[src/verilog/srw_cfg.svh]
// Offsets, field positions, reset values and counts of the system control block
// Assumes APB byte addresses equal four times the register index
`ifndef SRW_CFG_SVH
`define SRW_CFG_SVH
`define SRW_IDX_WDT 6'h31
`define SRW_IDX_VLM 6'h34
`define SRW_IDX_PRR 6'h35
`define SRW_IDX_SLEEP_MODE_CONTROL 6'h3A
`define SRW_IDX_RSTF 6'h3B
`define SRW_IDX_CCP 6'h3C
`define SRW_CCP_SIG 8'hD8
`define SRW_CCP_WIN 3'h4
`define SRW_WDT_BASE 32'h0000_0800
`define SRW_WDT_MAXP 4'h9
`define SRW_WDT_OSC_KHZ 128
`define SRW_TOUT_OSC_CYC 64
`define SRW_PRR_RST 2'h0
`define SRW_SLEEP_MODE_CONTROL_RST 4'h0
`define SRW_B_WDIF 7
`define SRW_B_WATCHDOG_IRQ_ENABLE 6
`define SRW_B_WDP3 5
`define SRW_B_WDE 3
`define SRW_B_SUPPLY_MONITOR_FLAG 7
`define SRW_B_SUPPLY_MONITOR_IRQ_ENABLE 6
`define SRW_B_WATCHDOG_RESET_FLAG 3
`define SRW_B_EXTRF 1
`define SRW_B_POWER_ON_RESET_FLAG 0
`endif

[src/verilog/srw_pkg.sv]
// Types shared by the system control block
// Assumes the constants header is compiled alongside
package srw_pkg;
    typedef enum logic [1:0] {
        SRW_RS_HOLD = 2'b00,
        SRW_RS_DELAY = 2'b01,
        SRW_RS_RUN = 2'b10
    } srw_rst_state_t;
    typedef enum logic [2:0] {
        SRW_SL_IDLE = 3'b000,
        SRW_SL_NOISE = 3'b001,
        SRW_SL_PDOWN = 3'b010,
        SRW_SL_STBY = 3'b100
    } srw_sleep_t;
    typedef struct packed {
        logic adc_clk_en;
        logic tim_clk_en;
        logic cmp_mux_ok;
    } srw_clk_gate_t;
endpackage

[src/verilog/srw_sys_ctrl.sv]
// Sleep control, clock gating, reset sequencer, supply monitor and watchdog
// Assumes one clock, APB register access, and inputs synchronous to pclk
`timescale 1ns/10ps
`include "srw_cfg.svh"

module srw_sys_ctrl
    import srw_pkg::*;
#(
    parameter int unsigned RESET_TOUT_OSC = `SRW_TOUT_OSC_CYC
)
(
    input wire logic pclk,
    input wire logic presetn,
    input wire logic psel,
    input wire logic penable,
    input wire logic pwrite,
    input wire logic [7:0] paddr,
    input wire logic [31:0] pwdata,
    input wire logic [3:0] pstrb,
    output logic [31:0] prdata,
    output logic pready,
    output logic pslverr,
    input wire logic wdt_osc,
    input wire logic por_below,
    input wire logic ext_rst_n,
    input wire logic vlm_below,
    input wire logic reset_pin_disable_fuse,
    input wire logic watchdog_safety_fuse,
    input wire logic sleep_instr,
    input wire logic wdr_instr,
    input wire logic wake_evt,
    input wire logic wdt_irq_ack,
    output logic io_reset_n,
    output logic core_reset_n,
    output logic sleep_active,
    output logic [2:0] sleep_mode_out,
    output logic [2:0] supply_trigger_level,
    output srw_clk_gate_t clk_gate,
    output logic wdt_irq,
    output logic vlm_irq
);

    // ********************************
    // Decode helpers
    // ********************************
    // Word hit on an aligned register index
    function automatic logic reg_hit(input logic [7:0] a, input logic [5:0] idx);
        reg_hit = (a[1:0] == 2'b00) && (a[7:2] == idx);
    endfunction

    // Legal sleep mode codes
    function automatic logic mode_legal(input logic [2:0] m);
        mode_legal = (m == SRW_SL_IDLE) || (m == SRW_SL_NOISE) ||
            (m == SRW_SL_PDOWN) || (m == SRW_SL_STBY);
    endfunction

    // Time-out limit in oscillator cycles, reserved codes clamp to the longest
    function automatic logic [19:0] wdt_limit(input logic [3:0] p);
        logic [3:0] q;
        q = (p > `SRW_WDT_MAXP) ? `SRW_WDT_MAXP : p;
        wdt_limit = 20'((`SRW_WDT_BASE << q) - 32'd1);
    endfunction

    logic [1:0] prr_q;
    logic sleep_mode_control_se_q;
    logic [2:0] sleep_mode_control_sm_q;
    logic sleep_q;
    logic wdif_q, watchdog_irq_enable_q, wde_q;
    logic [3:0] wdp_q;
    logic watchdog_reset_flag_q, extrf_q, power_on_reset_flag_q;
    logic vlm_flag_q, vlm_ie_q;
    logic [2:0] vlm_lvl_q;
    logic [2:0] ccp_win_q;
    logic osc_q, por_q, vlm_below_q;
    logic [19:0] wdt_cnt_q;
    logic [15:0] tout_cnt_q;
    logic wdt_pulse_q;
    logic core_rst_n_q;
    logic [31:0] prdata_q;
    srw_rst_state_t rs_q;
    logic osc_tick, src_active, vlm_rst_act, sys_rst;
    logic mapped, acc, wr_en, wde_eff, wdt_on, wdt_tmo, rst_mode;
    logic wr_wdt, wr_vlm, wr_rstf, prot_ok, vlm_flag_mode;
    logic [31:0] rd_mux;

    // ********************************
    // APB slave
    // ********************************
    assign acc = psel && penable;
    assign mapped = reg_hit(paddr, `SRW_IDX_WDT) || reg_hit(paddr, `SRW_IDX_VLM) ||
        reg_hit(paddr, `SRW_IDX_PRR) || reg_hit(paddr, `SRW_IDX_SLEEP_MODE_CONTROL) ||
        reg_hit(paddr, `SRW_IDX_RSTF) || reg_hit(paddr, `SRW_IDX_CCP);
    assign pready = acc; // Zero wait states
    assign pslverr = acc && !mapped;
    assign wr_en = acc && pwrite && pstrb[0] && mapped;
    assign wr_wdt = wr_en && reg_hit(paddr, `SRW_IDX_WDT);
    assign wr_vlm = wr_en && reg_hit(paddr, `SRW_IDX_VLM);
    assign wr_rstf = wr_en && reg_hit(paddr, `SRW_IDX_RSTF);
    assign prdata = prdata_q;

    // Read multiplexer, reserved bits read zero
    always_comb
    begin
        rd_mux = 32'h0000_0000;
        if (reg_hit(paddr, `SRW_IDX_WDT))
            rd_mux[7:0] = {wdif_q, watchdog_irq_enable_q, wdp_q[3], 1'b0, wde_eff, wdp_q[2:0]};
        else if (reg_hit(paddr, `SRW_IDX_VLM))
            rd_mux[7:0] = {vlm_flag_q, vlm_ie_q, 3'b000, vlm_lvl_q};
        else if (reg_hit(paddr, `SRW_IDX_PRR))
            rd_mux[1:0] = prr_q;
        else if (reg_hit(paddr, `SRW_IDX_SLEEP_MODE_CONTROL))
            rd_mux[3:0] = {sleep_mode_control_sm_q, sleep_mode_control_se_q};
        else if (reg_hit(paddr, `SRW_IDX_RSTF))
            rd_mux[3:0] = {watchdog_reset_flag_q, 1'b0, extrf_q, power_on_reset_flag_q};
    end

    // Read data captured in the setup cycle
    always_ff @(posedge pclk or negedge presetn)
    begin
        if (!presetn)
            prdata_q <= 32'h0000_0000;
        else if (psel && !penable)
            prdata_q <= rd_mux;
    end

    // ********************************
    // Reset sources and sequencer
    // ********************************
    assign vlm_rst_act = vlm_below && (vlm_lvl_q == 3'b001 || vlm_lvl_q == 3'b010);
    assign src_active = por_below || (!ext_rst_n && !reset_pin_disable_fuse) ||
        vlm_rst_act;
    assign sys_rst = (rs_q != SRW_RS_RUN) || wdt_pulse_q;
    assign io_reset_n = presetn && !src_active && !sys_rst;
    assign core_reset_n = core_rst_n_q;
    assign osc_tick = wdt_osc && !osc_q;

    // Input edge history
    always_ff @(posedge pclk or negedge presetn)
    begin
        if (!presetn)
        begin
            osc_q <= 1'b0;
            por_q <= 1'b0;
            vlm_below_q <= 1'b0;
        end
        else
        begin
            osc_q <= wdt_osc;
            por_q <= por_below;
            vlm_below_q <= vlm_below;
        end
    end

    // Hold, then stretch by the oscillator-counted delay
    always_ff @(posedge pclk or negedge presetn)
    begin
        if (!presetn)
        begin
            rs_q <= SRW_RS_HOLD;
            tout_cnt_q <= 16'h0000;
        end
        else if (src_active)
        begin
            rs_q <= SRW_RS_HOLD;
            tout_cnt_q <= 16'h0000;
        end
        else
        begin
            unique case (rs_q)
                SRW_RS_HOLD:
                begin
                    rs_q <= SRW_RS_DELAY;
                    tout_cnt_q <= 16'h0000;
                end
                SRW_RS_DELAY:
                begin
                    if (osc_tick && tout_cnt_q == 16'(RESET_TOUT_OSC - 1))
                        rs_q <= SRW_RS_RUN;
                    else if (osc_tick)
                        tout_cnt_q <= tout_cnt_q + 16'h0001;
                end
                SRW_RS_RUN:
                begin
                    if (wdt_pulse_q)
                    begin
                        rs_q <= SRW_RS_DELAY;
                        tout_cnt_q <= 16'h0000;
                    end
                end
                default:
                    rs_q <= SRW_RS_HOLD;
            endcase
        end
    end

    // Core held until the delay ends
    always_ff @(posedge pclk or negedge presetn)
    begin
        if (!presetn)
            core_rst_n_q <= 1'b0;
        else
            core_rst_n_q <= !sys_rst && !src_active;
    end

    // ********************************
    // Sleep control and clock gating
    // ********************************
    always_ff @(posedge pclk or negedge presetn)
    begin
        if (!presetn)
        begin
            sleep_mode_control_se_q <= 1'b0;
            sleep_mode_control_sm_q <= 3'b000;
            prr_q <= `SRW_PRR_RST;
        end
        else if (sys_rst)
        begin
            {sleep_mode_control_sm_q, sleep_mode_control_se_q} <= `SRW_SLEEP_MODE_CONTROL_RST;
            prr_q <= `SRW_PRR_RST;
        end
        else if (wr_en && reg_hit(paddr, `SRW_IDX_SLEEP_MODE_CONTROL))
            {sleep_mode_control_sm_q, sleep_mode_control_se_q} <= pwdata[3:0];
        else if (wr_en && reg_hit(paddr, `SRW_IDX_PRR))
            prr_q <= pwdata[1:0];
    end

    // Sleep entry needs the enable bit and a legal mode
    always_ff @(posedge pclk or negedge presetn)
    begin
        if (!presetn)
            sleep_q <= 1'b0;
        else if (sys_rst || wake_evt)
            sleep_q <= 1'b0;
        else if (sleep_instr && sleep_mode_control_se_q && mode_legal(sleep_mode_control_sm_q))
            sleep_q <= 1'b1;
    end

    assign sleep_active = sleep_q;
    assign sleep_mode_out = sleep_mode_control_sm_q;
    assign clk_gate.adc_clk_en = !prr_q[1];
    assign clk_gate.cmp_mux_ok = !prr_q[1];
    assign clk_gate.tim_clk_en = !prr_q[0];

    // ********************************
    // Supply monitor
    // ********************************
    assign vlm_flag_mode = (vlm_lvl_q == 3'b011) || (vlm_lvl_q == 3'b100);
    assign supply_trigger_level = vlm_lvl_q;
    assign vlm_irq = vlm_flag_q && vlm_ie_q;

    // Level survives internal resets so a low supply keeps reset held
    always_ff @(posedge pclk or negedge presetn)
    begin
        if (!presetn)
            vlm_lvl_q <= 3'b000;
        else if (por_below)
            vlm_lvl_q <= 3'b000;
        else if (wr_vlm)
            vlm_lvl_q <= pwdata[2:0];
    end

    // Flag: set wins over the write clear; internal reset blocks the set and clears
    always_ff @(posedge pclk or negedge presetn)
    begin
        if (!presetn)
        begin
            vlm_flag_q <= 1'b0;
            vlm_ie_q <= 1'b0;
        end
        else if (vlm_flag_mode && vlm_below && !vlm_below_q && !sys_rst)
        begin
            vlm_flag_q <= 1'b1;
            if (wr_vlm)
                vlm_ie_q <= pwdata[`SRW_B_SUPPLY_MONITOR_IRQ_ENABLE];
        end
        else if (sys_rst)
        begin
            vlm_flag_q <= 1'b0;
            vlm_ie_q <= 1'b0;
        end
        else
        begin
            if (!vlm_below || (wr_vlm && (!pwdata[`SRW_B_SUPPLY_MONITOR_FLAG] ||
                pwdata[2:0] != vlm_lvl_q)))
                vlm_flag_q <= 1'b0;
            if (wr_vlm)
                vlm_ie_q <= pwdata[`SRW_B_SUPPLY_MONITOR_IRQ_ENABLE];
        end
    end

    // ********************************
    // Reset flags
    // ********************************
    always_ff @(posedge pclk or negedge presetn)
    begin
        if (!presetn)
        begin
            power_on_reset_flag_q <= 1'b1;
            extrf_q <= 1'b0;
            watchdog_reset_flag_q <= 1'b0;
        end
        else
        begin
            if (por_q && !por_below)
                power_on_reset_flag_q <= 1'b1;
            else if (wr_rstf && !pwdata[`SRW_B_POWER_ON_RESET_FLAG])
                power_on_reset_flag_q <= 1'b0;
            if (!ext_rst_n && !reset_pin_disable_fuse)
                extrf_q <= 1'b1;
            else if (por_below || (wr_rstf && !pwdata[`SRW_B_EXTRF]))
                extrf_q <= 1'b0;
            if (wdt_pulse_q)
                watchdog_reset_flag_q <= 1'b1;
            else if (por_below || (wr_rstf && !pwdata[`SRW_B_WATCHDOG_RESET_FLAG]))
                watchdog_reset_flag_q <= 1'b0;
        end
    end

    // ********************************
    // Watchdog
    // ********************************
    assign wde_eff = wde_q || watchdog_reset_flag_q || watchdog_safety_fuse;
    assign wdt_on = wde_eff || watchdog_irq_enable_q;
    assign prot_ok = (ccp_win_q != 3'h0);
    assign wdt_tmo = wdt_on && osc_tick && !sys_rst && (wdt_cnt_q == wdt_limit(wdp_q));
    assign rst_mode = watchdog_safety_fuse || (wde_eff && (!watchdog_irq_enable_q || wdif_q));
    assign wdt_irq = wdif_q && watchdog_irq_enable_q;

    // Signature opens a four-cycle window
    always_ff @(posedge pclk or negedge presetn)
    begin
        if (!presetn)
            ccp_win_q <= 3'h0;
        else if (wr_en && reg_hit(paddr, `SRW_IDX_CCP) && pwdata[7:0] == `SRW_CCP_SIG)
            ccp_win_q <= `SRW_CCP_WIN;
        else if (wr_wdt || sys_rst)
            ccp_win_q <= 3'h0;
        else if (prot_ok)
            ccp_win_q <= ccp_win_q - 3'h1;
    end

    // Counter on the oscillator, cleared by instruction, disable, reset
    always_ff @(posedge pclk or negedge presetn)
    begin
        if (!presetn)
            wdt_cnt_q <= 20'h0_0000;
        else if (sys_rst || !wdt_on || wdr_instr || wdt_tmo)
            wdt_cnt_q <= 20'h0_0000;
        else if (osc_tick)
            wdt_cnt_q <= wdt_cnt_q + 20'h0_0001;
    end

    // Expiry: reset pulse or interrupt
    always_ff @(posedge pclk or negedge presetn)
    begin
        if (!presetn)
            wdt_pulse_q <= 1'b0;
        else
            wdt_pulse_q <= wdt_tmo && rst_mode;
    end

    // Control bits with the protected change sequence
    always_ff @(posedge pclk or negedge presetn)
    begin
        if (!presetn)
        begin
            wdif_q <= 1'b0;
            watchdog_irq_enable_q <= 1'b0;
            wde_q <= 1'b0;
            wdp_q <= 4'h0;
        end
        else if (sys_rst)
        begin
            wdif_q <= 1'b0;
            watchdog_irq_enable_q <= 1'b0;
            wde_q <= 1'b0;
            wdp_q <= 4'h0;
        end
        else
        begin
            if (wdt_tmo && !rst_mode)
                wdif_q <= 1'b1;
            else if (wdt_irq_ack || (wr_wdt && pwdata[`SRW_B_WDIF]))
                wdif_q <= 1'b0;
            if (wdt_irq_ack && wde_eff && !watchdog_safety_fuse)
                watchdog_irq_enable_q <= 1'b0;
            else if (wr_wdt)
                watchdog_irq_enable_q <= pwdata[`SRW_B_WATCHDOG_IRQ_ENABLE];
            if (wr_wdt && !watchdog_safety_fuse)
            begin
                wdp_q <= {pwdata[`SRW_B_WDP3], pwdata[2:0]};
                if (pwdata[`SRW_B_WDE])
                    wde_q <= 1'b1;
                else if (prot_ok)
                    wde_q <= 1'b0;
            end
            else if (wr_wdt && prot_ok)
                wdp_q <= {pwdata[`SRW_B_WDP3], pwdata[2:0]};
        end
    end
endmodule

[config.mk]
export PLATFORM = sky130hd
export DESIGN_NAME = srw_sys_ctrl
export DESIGN_NICKNAME = d
export VERILOG_FILES = /design/src/verilog/srw_pkg.sv /design/src/verilog/srw_sys_ctrl.sv
export VERILOG_INCLUDE_DIRS = /design/src /design/src/verilog
export SDC_FILE = /design/constraint.sdc
export NUM_CORES = 1
export LEC_CHECK = 0
export BUFFER_PORTS_ARGS = -buffer_cell sky130_fd_sc_hd__buf_2
export CAP_MARGIN = 5
export CORE_MARGIN = 5
export CORE_UTILIZATION = 59
export CTS_CLUSTER_DIAMETER = 100
export DETAILED_ROUTE_END_ITERATION = 6
export GPL_ROUTABILITY_DRIVEN = 0
export PLACE_DENSITY = 0.87
export SETUP_SLACK_MARGIN = 0.5
export SLEW_MARGIN = 20
export SYNTH_ARGS = -nofsm -noshare
export SYNTH_HDL_FRONTEND = slang
export SYNTH_SLANG_ARGS = --single-unit
[constraint.sdc]
create_clock -name pclk -period 4.71 [get_ports pclk]
set_clock_uncertainty 0.1 [all_clocks]
set_input_delay 0.471 -clock pclk [delete_from_list [all_inputs] [get_ports pclk]]
set_output_delay 0.471 -clock pclk [all_outputs]
set_load 0.01 [all_outputs]
==> flow_summary.ini, run 1 <==
[status]
outcome = finished clean

[timing]
hold_ws_ns = 0.166
rsz0062_at_grt = no
report.final.slew_viol_count = 0
final-hold-violation-count = 0
setup_viol = 0
setup-tns-final_ns = 0
fin_crit_sh = 0.680
slew_headroom = 0.365
fmax_mhz = 312
period_needed_ns = 3.20
tightestPinTransition_ns = 0.953

[synth]
synthTopCellsByArea = dfrtp_1 (39%), xor2_1 (4.5%), buf_4 (4.1%)
async_reset_ff_frac = 1.00
ys.warnings.count = 0
ys_ff_latch = 75
ys_seq_area_frac = 0.398
synth_area_um2 = 4720
yosysTopAreaCell = dfrtp_1
synth_cells = 529
ys_types = 67
syn_avg_cell_area_um2 = 8.92
synth_top_area_frac = 0.393
synth_flop_cell = dfrtp_1
synth-edff-count = 0

[drt]
drc = 0
vias = 4164
dr.first_iter.drc_count = 292
drtAntennaViolNets = 0
drt_first_pass_iters = 5
viasPerCell = 6.13
wl_met2_mm = 5.27
routed_wl_mm = 11.3
m1WireLength_mm = 4.66
wl_met3_mm = 1.00
wl_per_cell_um = 16.7
top_layer_used = met4

[grt]
antenna_found_initial = 0
grt_max_degree = 76
grt_overflow_total = 0
grt_pass1_vias = 3931
grt_pass1_wl_mm = 18.7
track_usage = 0.230

[power_and_ir_drop]
swShare = 0.303
clkPwrFrac = 0.377
power_frac_comb = 0.114
leakage_nw = 2.20
p_int_uw = 893
switching_power_uw = 388
power.density_nw_per_um2 = 250
seqPwrFrac = 0.510
vdd_ir_drop_max_v = 0.000144

[clocking]
cts.sinks = 75
ctsHoldBuffers = 0
clk_pin_slew_ns = 0.10
clockBufferDepth = 2
cts_inserted_buffers = 9
insertion_delay_ns = 0.36
htreeDepth = 3
root_buffer = clkbuf_8
cts_tree = built
cts_resized = 0
post_cts_buffers = 0

[place]
portBuffers = 54
dpl.hpwl_mm = 8.20

[min_path]
hp-class = primary input to flip-flop

[worst_setup_path]
arrival_ns = 3.34
worstPathRequired_ns = 4.85
crit_path_end_kind = flip-flop
path_class = flip-flop to flip-flop
startpoint_type = flip-flop
crit_path_max_fanout = 22

[die]
start_util = 0.607
io_pins = 107
die_x_um = 99.4
fp.dieH_um = 99.4
coreArea_um2 = 7770
row_count = 32
die_area_um2 = 9880

[finish]
mostFrequentLayoutCell = dfrtp_1
num_antenna_cells = 0
layout-drive-gt1-share = 0.147
syn_to_final_growth_pct = 8.51
nets = 640
mostFrequentLayoutCells = dfrtp_1 (74), buf_2 (53), nor2_1 (49), nand2_1 (48), nor3_1 (27)

[flow_run]
cap_violations = 0
## state kept, by name, indices dropped and copies added, names as in the netlist
signal,flops
ccp_win_q,3
core_reset_n,1
extrf_q,1
osc_q,1
por_q,1
power_on_reset_flag_q,1
prdata,7
prr_q,2
rs_q,2
sleep_active,1
sleep_mode_control_se_q,1
sleep_mode_out,3
supply_trigger_level,3
tout_cnt_q,16
vlm_below_q,1
vlm_flag_q,1
vlm_ie_q,1
watchdog_irq_enable_q,1
watchdog_reset_flag_q,1
wde_q,1
wdif_q,1
wdp_q,4
wdt_cnt_q,20
wdt_pulse_q,1
## worst max-delay path: stages (launching register included)
cell and delay, ns:
dfrtp_1 0.41, inv_1 0.09, ha_1 0.23, nand2b_1 0.65
o21ai_0 0.48, o21ai_1 0.81, or4_1 0.24, nand2_1 0.06
## stage by stage
stage / util / instance area [um^2] / cells / power (mW) / setup slack [ns]
after floorplan: - / 4810 / 553 / 0.767 / 2.02
after global routing: 0.659 / 5120 / 679 / 1.34 / 1.26
after detailed placement: 0.635 / 4930 / 663 / 0.808 / 1.54
final: 0.659 / 5120 / 679 / 1.28 / 1.51
after global placement: 0.635 / 4930 / 663 / 0.802 / 1.66
after CTS: 0.659 / 5120 / 679 / 1.29 / 1.52
## logic make-up (layout without fill, tap and decap cells)
family / count (synthesis) / after routing / synth area share
and+or+nand+nor: 231 / 231 / 0.260
AOI/OAI and AO/OA: 102 / 102 / 0.148
DFF: 75 / 75 / 0.398
buffers and inverters: 61 / 85 / 0.0716
xor gates and xnor gates: 32 / 32 / 0.0594
muxes: 18 / 18 / 0.0385
adders and majority gates: 9 / 9 / 0.0239
other: 1 / 25 / 0.000795
## power by group through the flow
stage                     Clock [mW]  Combinational [mW]  Sequential, mW
after floorplan                    0               0.102           0.665
after global placement             0               0.136           0.666
after detailed placement           0               0.142           0.666
after CTS                      0.494               0.143           0.653
after global routing           0.522               0.161           0.654
final                          0.483               0.146           0.653
## layer usage
metal,global-route usage,vias up
li1,-,1950
met1,0.299,1968
met2,0.369,215
met3,0.0498,31
met4,0.104,0
met5,0,-
## final timing paths
kind                                                        start                                 to  slack, ns  depth (start not counted)
worst min-delay path                                     wake_evt           sleep_active$_DFFE_PN0P_       0.17                          2
worst max-delay path                          rs_q[0]$_DFFE_PN0P_          tout_cnt_q[9]$_DFFE_PN0P_       1.51                          7
worst max register to register                rs_q[0]$_DFFE_PN0P_          tout_cnt_q[9]$_DFFE_PN0P_       1.51                          7
max in group asynchronous                                 presetn           wdt_cnt_q[8]$_DFFE_PN0P_       3.60                          2
min in group asynchronous                                 presetn              prdata[0]$_DFFE_PN0P_       0.29                          2
worst min register to register  power_on_reset_flag_q$_DFFE_PN1P_  power_on_reset_flag_q$_DFFE_PN1P_       0.38                          2
## area by class of cell
cell class / instances / area [um^2]
Fill cell: 618 / 2650
Tap cell: 102 / 128
Clock inverter: 7 / 65.1
Sequential cell: 75 / 1880
Multi-Input combinational cell: 417 / 2590
Inverter: 14 / 52.6
Clock buffer: 9 / 124
Timing Repair Buffer: 55 / 280
## synth_stat cells (6+ instances only)
library cell,n
dfrtp_1,74
nor2_1,49
nand2_1,48
nor3_1,27
a21oi_1,26
buf_4,26
xor2_1,24
nand3_1,23
o21ai_0,19
mux2i_1,17
clkbuf_1,16
inv_1,14
nand4_1,13
nand2b_1,10
ha_1,9
and3_1,8
xnor2_1,8
nor4_1,7
o211ai_1,7
o21ai_1,7
o22ai_1,7
or3_1,7
and2_1,6
nor2b_1,6
or4_1,6
No activity file was read; power rests on OpenSTA's default activity.
==> inputs of run 2 (changes only) <==
--- a/config.mk
+++ b/config.mk
@@ -6,14 +6,15 @@
 export SDC_FILE = /design/constraint.sdc
 export NUM_CORES = 1
 export LEC_CHECK = 0
+export ABC_AREA = 1
 export BUFFER_PORTS_ARGS = -buffer_cell sky130_fd_sc_hd__buf_2
 export CAP_MARGIN = 5
 export CORE_MARGIN = 5
-export CORE_UTILIZATION = 59
+export CORE_UTILIZATION = 56
 export CTS_CLUSTER_DIAMETER = 100
 export DETAILED_ROUTE_END_ITERATION = 6
 export GPL_ROUTABILITY_DRIVEN = 0
-export PLACE_DENSITY = 0.87
+export PLACE_DENSITY = 0.83
 export SETUP_SLACK_MARGIN = 0.5
 export SLEW_MARGIN = 20
 export SYNTH_ARGS = -nofsm -noshare
==> constraint.sdc (replaced) <==
create_clock -name pclk -period 3.3 [get_ports pclk]
set_clock_uncertainty 0.1 [all_clocks]
set_input_delay 0.33 -clock pclk [delete_from_list [all_inputs] [get_ports pclk]]
set_output_delay 0.33 -clock pclk [all_outputs]
set_load 0.01 [all_outputs]
==> run 2 against run 1 <==
Via count rose by 18%. Synthesized cell count rose by 36%. Area after synthesis grew 6.3%. Die area grew 11%.
==> flow_summary.ini, run 2 <==
[status]
outcome = finished clean

[synth]
post-synth-top-count-cell = nand2_1
synth_top_area_frac = 0.369
syn_avg_cell_area_um2 = 6.95
yosysTopAreaCell = dfrtp_1
ys_ff_latch = 75
synth_cells = 721
synthTopCellsByArea = dfrtp_1 (37%), nand2_1 (14%), inv_1 (7.3%)
ys_types = 41
synth-edff-count = 0
synth_commonest_cells = nand2_1 (181), inv_1 (97), nor2_1 (96)
synth_area_um2 = 5010
ys.warnings.count = 0
async_reset_ff_frac = 1.00
ys_seq_area_frac = 0.375
synth_flop_cell = dfrtp_1

[timing]
final-hold-violation-count = 0
setup_viol = 0
rsz0062_at_grt = no
slew_headroom = 0.492
fin_ws_ns = 0.671
hold_ws_ns = 0.0246
setup-tns-final_ns = 0
fin_crit_sh = 0.797
fmax_mhz = 380
report.final.slew_viol_count = 0
period_needed_ns = 2.63
tightestPinTransition_ns = 0.761

[die]
start_util = 0.575
row_count = 34
die_x_um = 105
io_pins = 107
coreArea_um2 = 8720
fp.dieH_um = 105
die_area_um2 = 10900

[drt]
vias = 4918
drtAntennaViolNets = 0
drt_first_pass_iters = 5
wl_per_cell_um = 14.1
drc = 0
dr.first_iter.drc_count = 441
routed_wl_mm = 12.5
viasPerCell = 5.52

[worst_setup_path]
startpoint_type = primary input
cp_cell_sequence = dlygate4sd3_1 > buf_2 > inv_1 > nand2_1 > a31oi_4 > inv_1 > o21ai_4 > nand2_4 > o21ai_0
worstPathRequired_ns = 3.46
crit_path_max_fanout = 18
critPathMaxStageDelay_ns = 0.53
critPathSlowestCell = dlygate4sd3_1
arrival_ns = 2.79
path_class = primary input to flip-flop
crit_buf_inv = 4
path_delay_family = buffers and inverters
crit_top_cell = inv_1
crit_path_end_kind = flip-flop

[grt]
grt_overflow_total = 0
antenna_found_initial = 0
grt_max_degree = 58
track_usage = 0.231
grt_pass1_wl_mm = 21.4
grt_pass1_vias = 4814

[place]
dp_slack_ns = 0.833
portBuffers = 54
placed_area_um2 = 5250
dpl.hpwl_mm = 9.40
post-place-cells = 872

[clocking]
cts_inserted_buffers = 9
clockBufferDepth = 2
root_buffer = clkbuf_8
htreeDepth = 3
cts.sinks = 75
clk_pin_slew_ns = 0.09
insertion_delay_ns = 0.35
cts_tree = built

[power_and_ir_drop]
power.density_nw_per_um2 = 402
vdd_ir_drop_max_v = 0.000275
leakage_nw = 2.72

[finish]
layout-drive-gt1-share = 0.114
syn_to_final_growth_pct = 10.7
num_antenna_cells = 0
largest_reg_flops = 20
mostFrequentLayoutCell = nand2_1
nets = 846
regMostFlops = wdt_cnt_q
final_area_um2 = 5550
fin_cells = 891
mostFrequentLayoutCells = nand2_1 (181), inv_1 (97), nor2_1 (96), dfrtp_1 (74), nand3_1 (59)

[min_path]
hp-class = primary input to flip-flop

[flow_run]
cap_violations = 0
[run 2: logic make-up (layout without fill, tap and decap cells)]
group                    Yosys count  count (layout)  synth area share
AND/OR/NAND/NOR                  408             408             0.354
buffers and inverters            136             174             0.128
flip-flops                        75              75             0.375
AO/OA/AOI/OAI                     71              71            0.0831
XOR/XNOR                          21              21            0.0367
adder cells (fa/ha/maj)            9               9            0.0225
other                              1              25          0.000748
[run 2: worst register-to-register path: stages, from the launching register on]
cell and delay [ns]:
dfrtp_1 0.54, inv_1 0.14, nand3_1 0.21, ha_1 0.28
inv_1 0.09, a21oi_1 0.18, nand2_1 0.08, nand2_1 0.07
nand2_1 0.06, nor2_1 0.21, nand3_2 0.17, nand2_4 0.23
nor3_1 0.08
[run 2: worst paths after layout]
kind                                 startpoint                                 to  slack [ns]  depth (start not counted)
min in group asynchronous               presetn                  wde_q$_DFFE_PN0P_        0.31                          2
max                                   por_below          tout_cnt_q[4]$_DFFE_PN0P_        0.67                          9
max reg2reg                wdp_q[2]$_DFFE_PN0P_          wdt_cnt_q[12]$_DFFE_PN0P_        0.76                         12
max in group asynchronous               presetn               wdp_q[1]$_DFFE_PN0P_        1.73                          3
min                                    wake_evt           sleep_active$_DFFE_PN0P_        0.02                          2
min reg2reg                     por_q$_DFF_PN0_  power_on_reset_flag_q$_DFFE_PN1P_        0.37                          2
[run 2: what timing repair did]
item	4_1_cts	5_1_grt
hold buffers	3	0
buffers inserted	0	0
setup endpoints to repair	0	0
gates resized for setup	0	0
hold endpoints to repair	19	0
[run 2: through the flow]
stage | utilization | power, mW
floorplan | - | 1.22
global placement | 0.602 | 1.28
detailed placement | 0.602 | 1.30
CTS | 0.636 | 2.23
global route | 0.636 | 2.33
finish | 0.636 | 2.23
[run 2: power breakdown]
| group | internal (mW) | switching [mW] |
|---|---|---|
| clock | 0.582 | 0.357 |
| sequential | 0.934 | 0.0179 |
| combinational | 0.0924 | 0.245 |
| total | 1.61 | 0.620 |
[run 2: routing by layer]
| layer | global-route usage | share of wire | vias up |
|---|---|---|---|
| met5 | 0 | 0 | - |
| met4 | 0.0968 | 0.026 | 0 |
| met3 | 0.0314 | 0.070 | 33 |
| met2 | 0.385 | 0.47 | 224 |
| met1 | 0.304 | 0.43 | 2284 |
| li1 | - | - | 2377 |
[run 2: cell type report]
class / instances / area [um^2]
fill: 767 / 3170
multi-input combinational: 534 / 2580
sequential: 75 / 1880
inverter: 100 / 375
timing repair buffer: 58 / 310
clock inverter: 6 / 138
tap: 108 / 135
clock buffer: 10 / 128
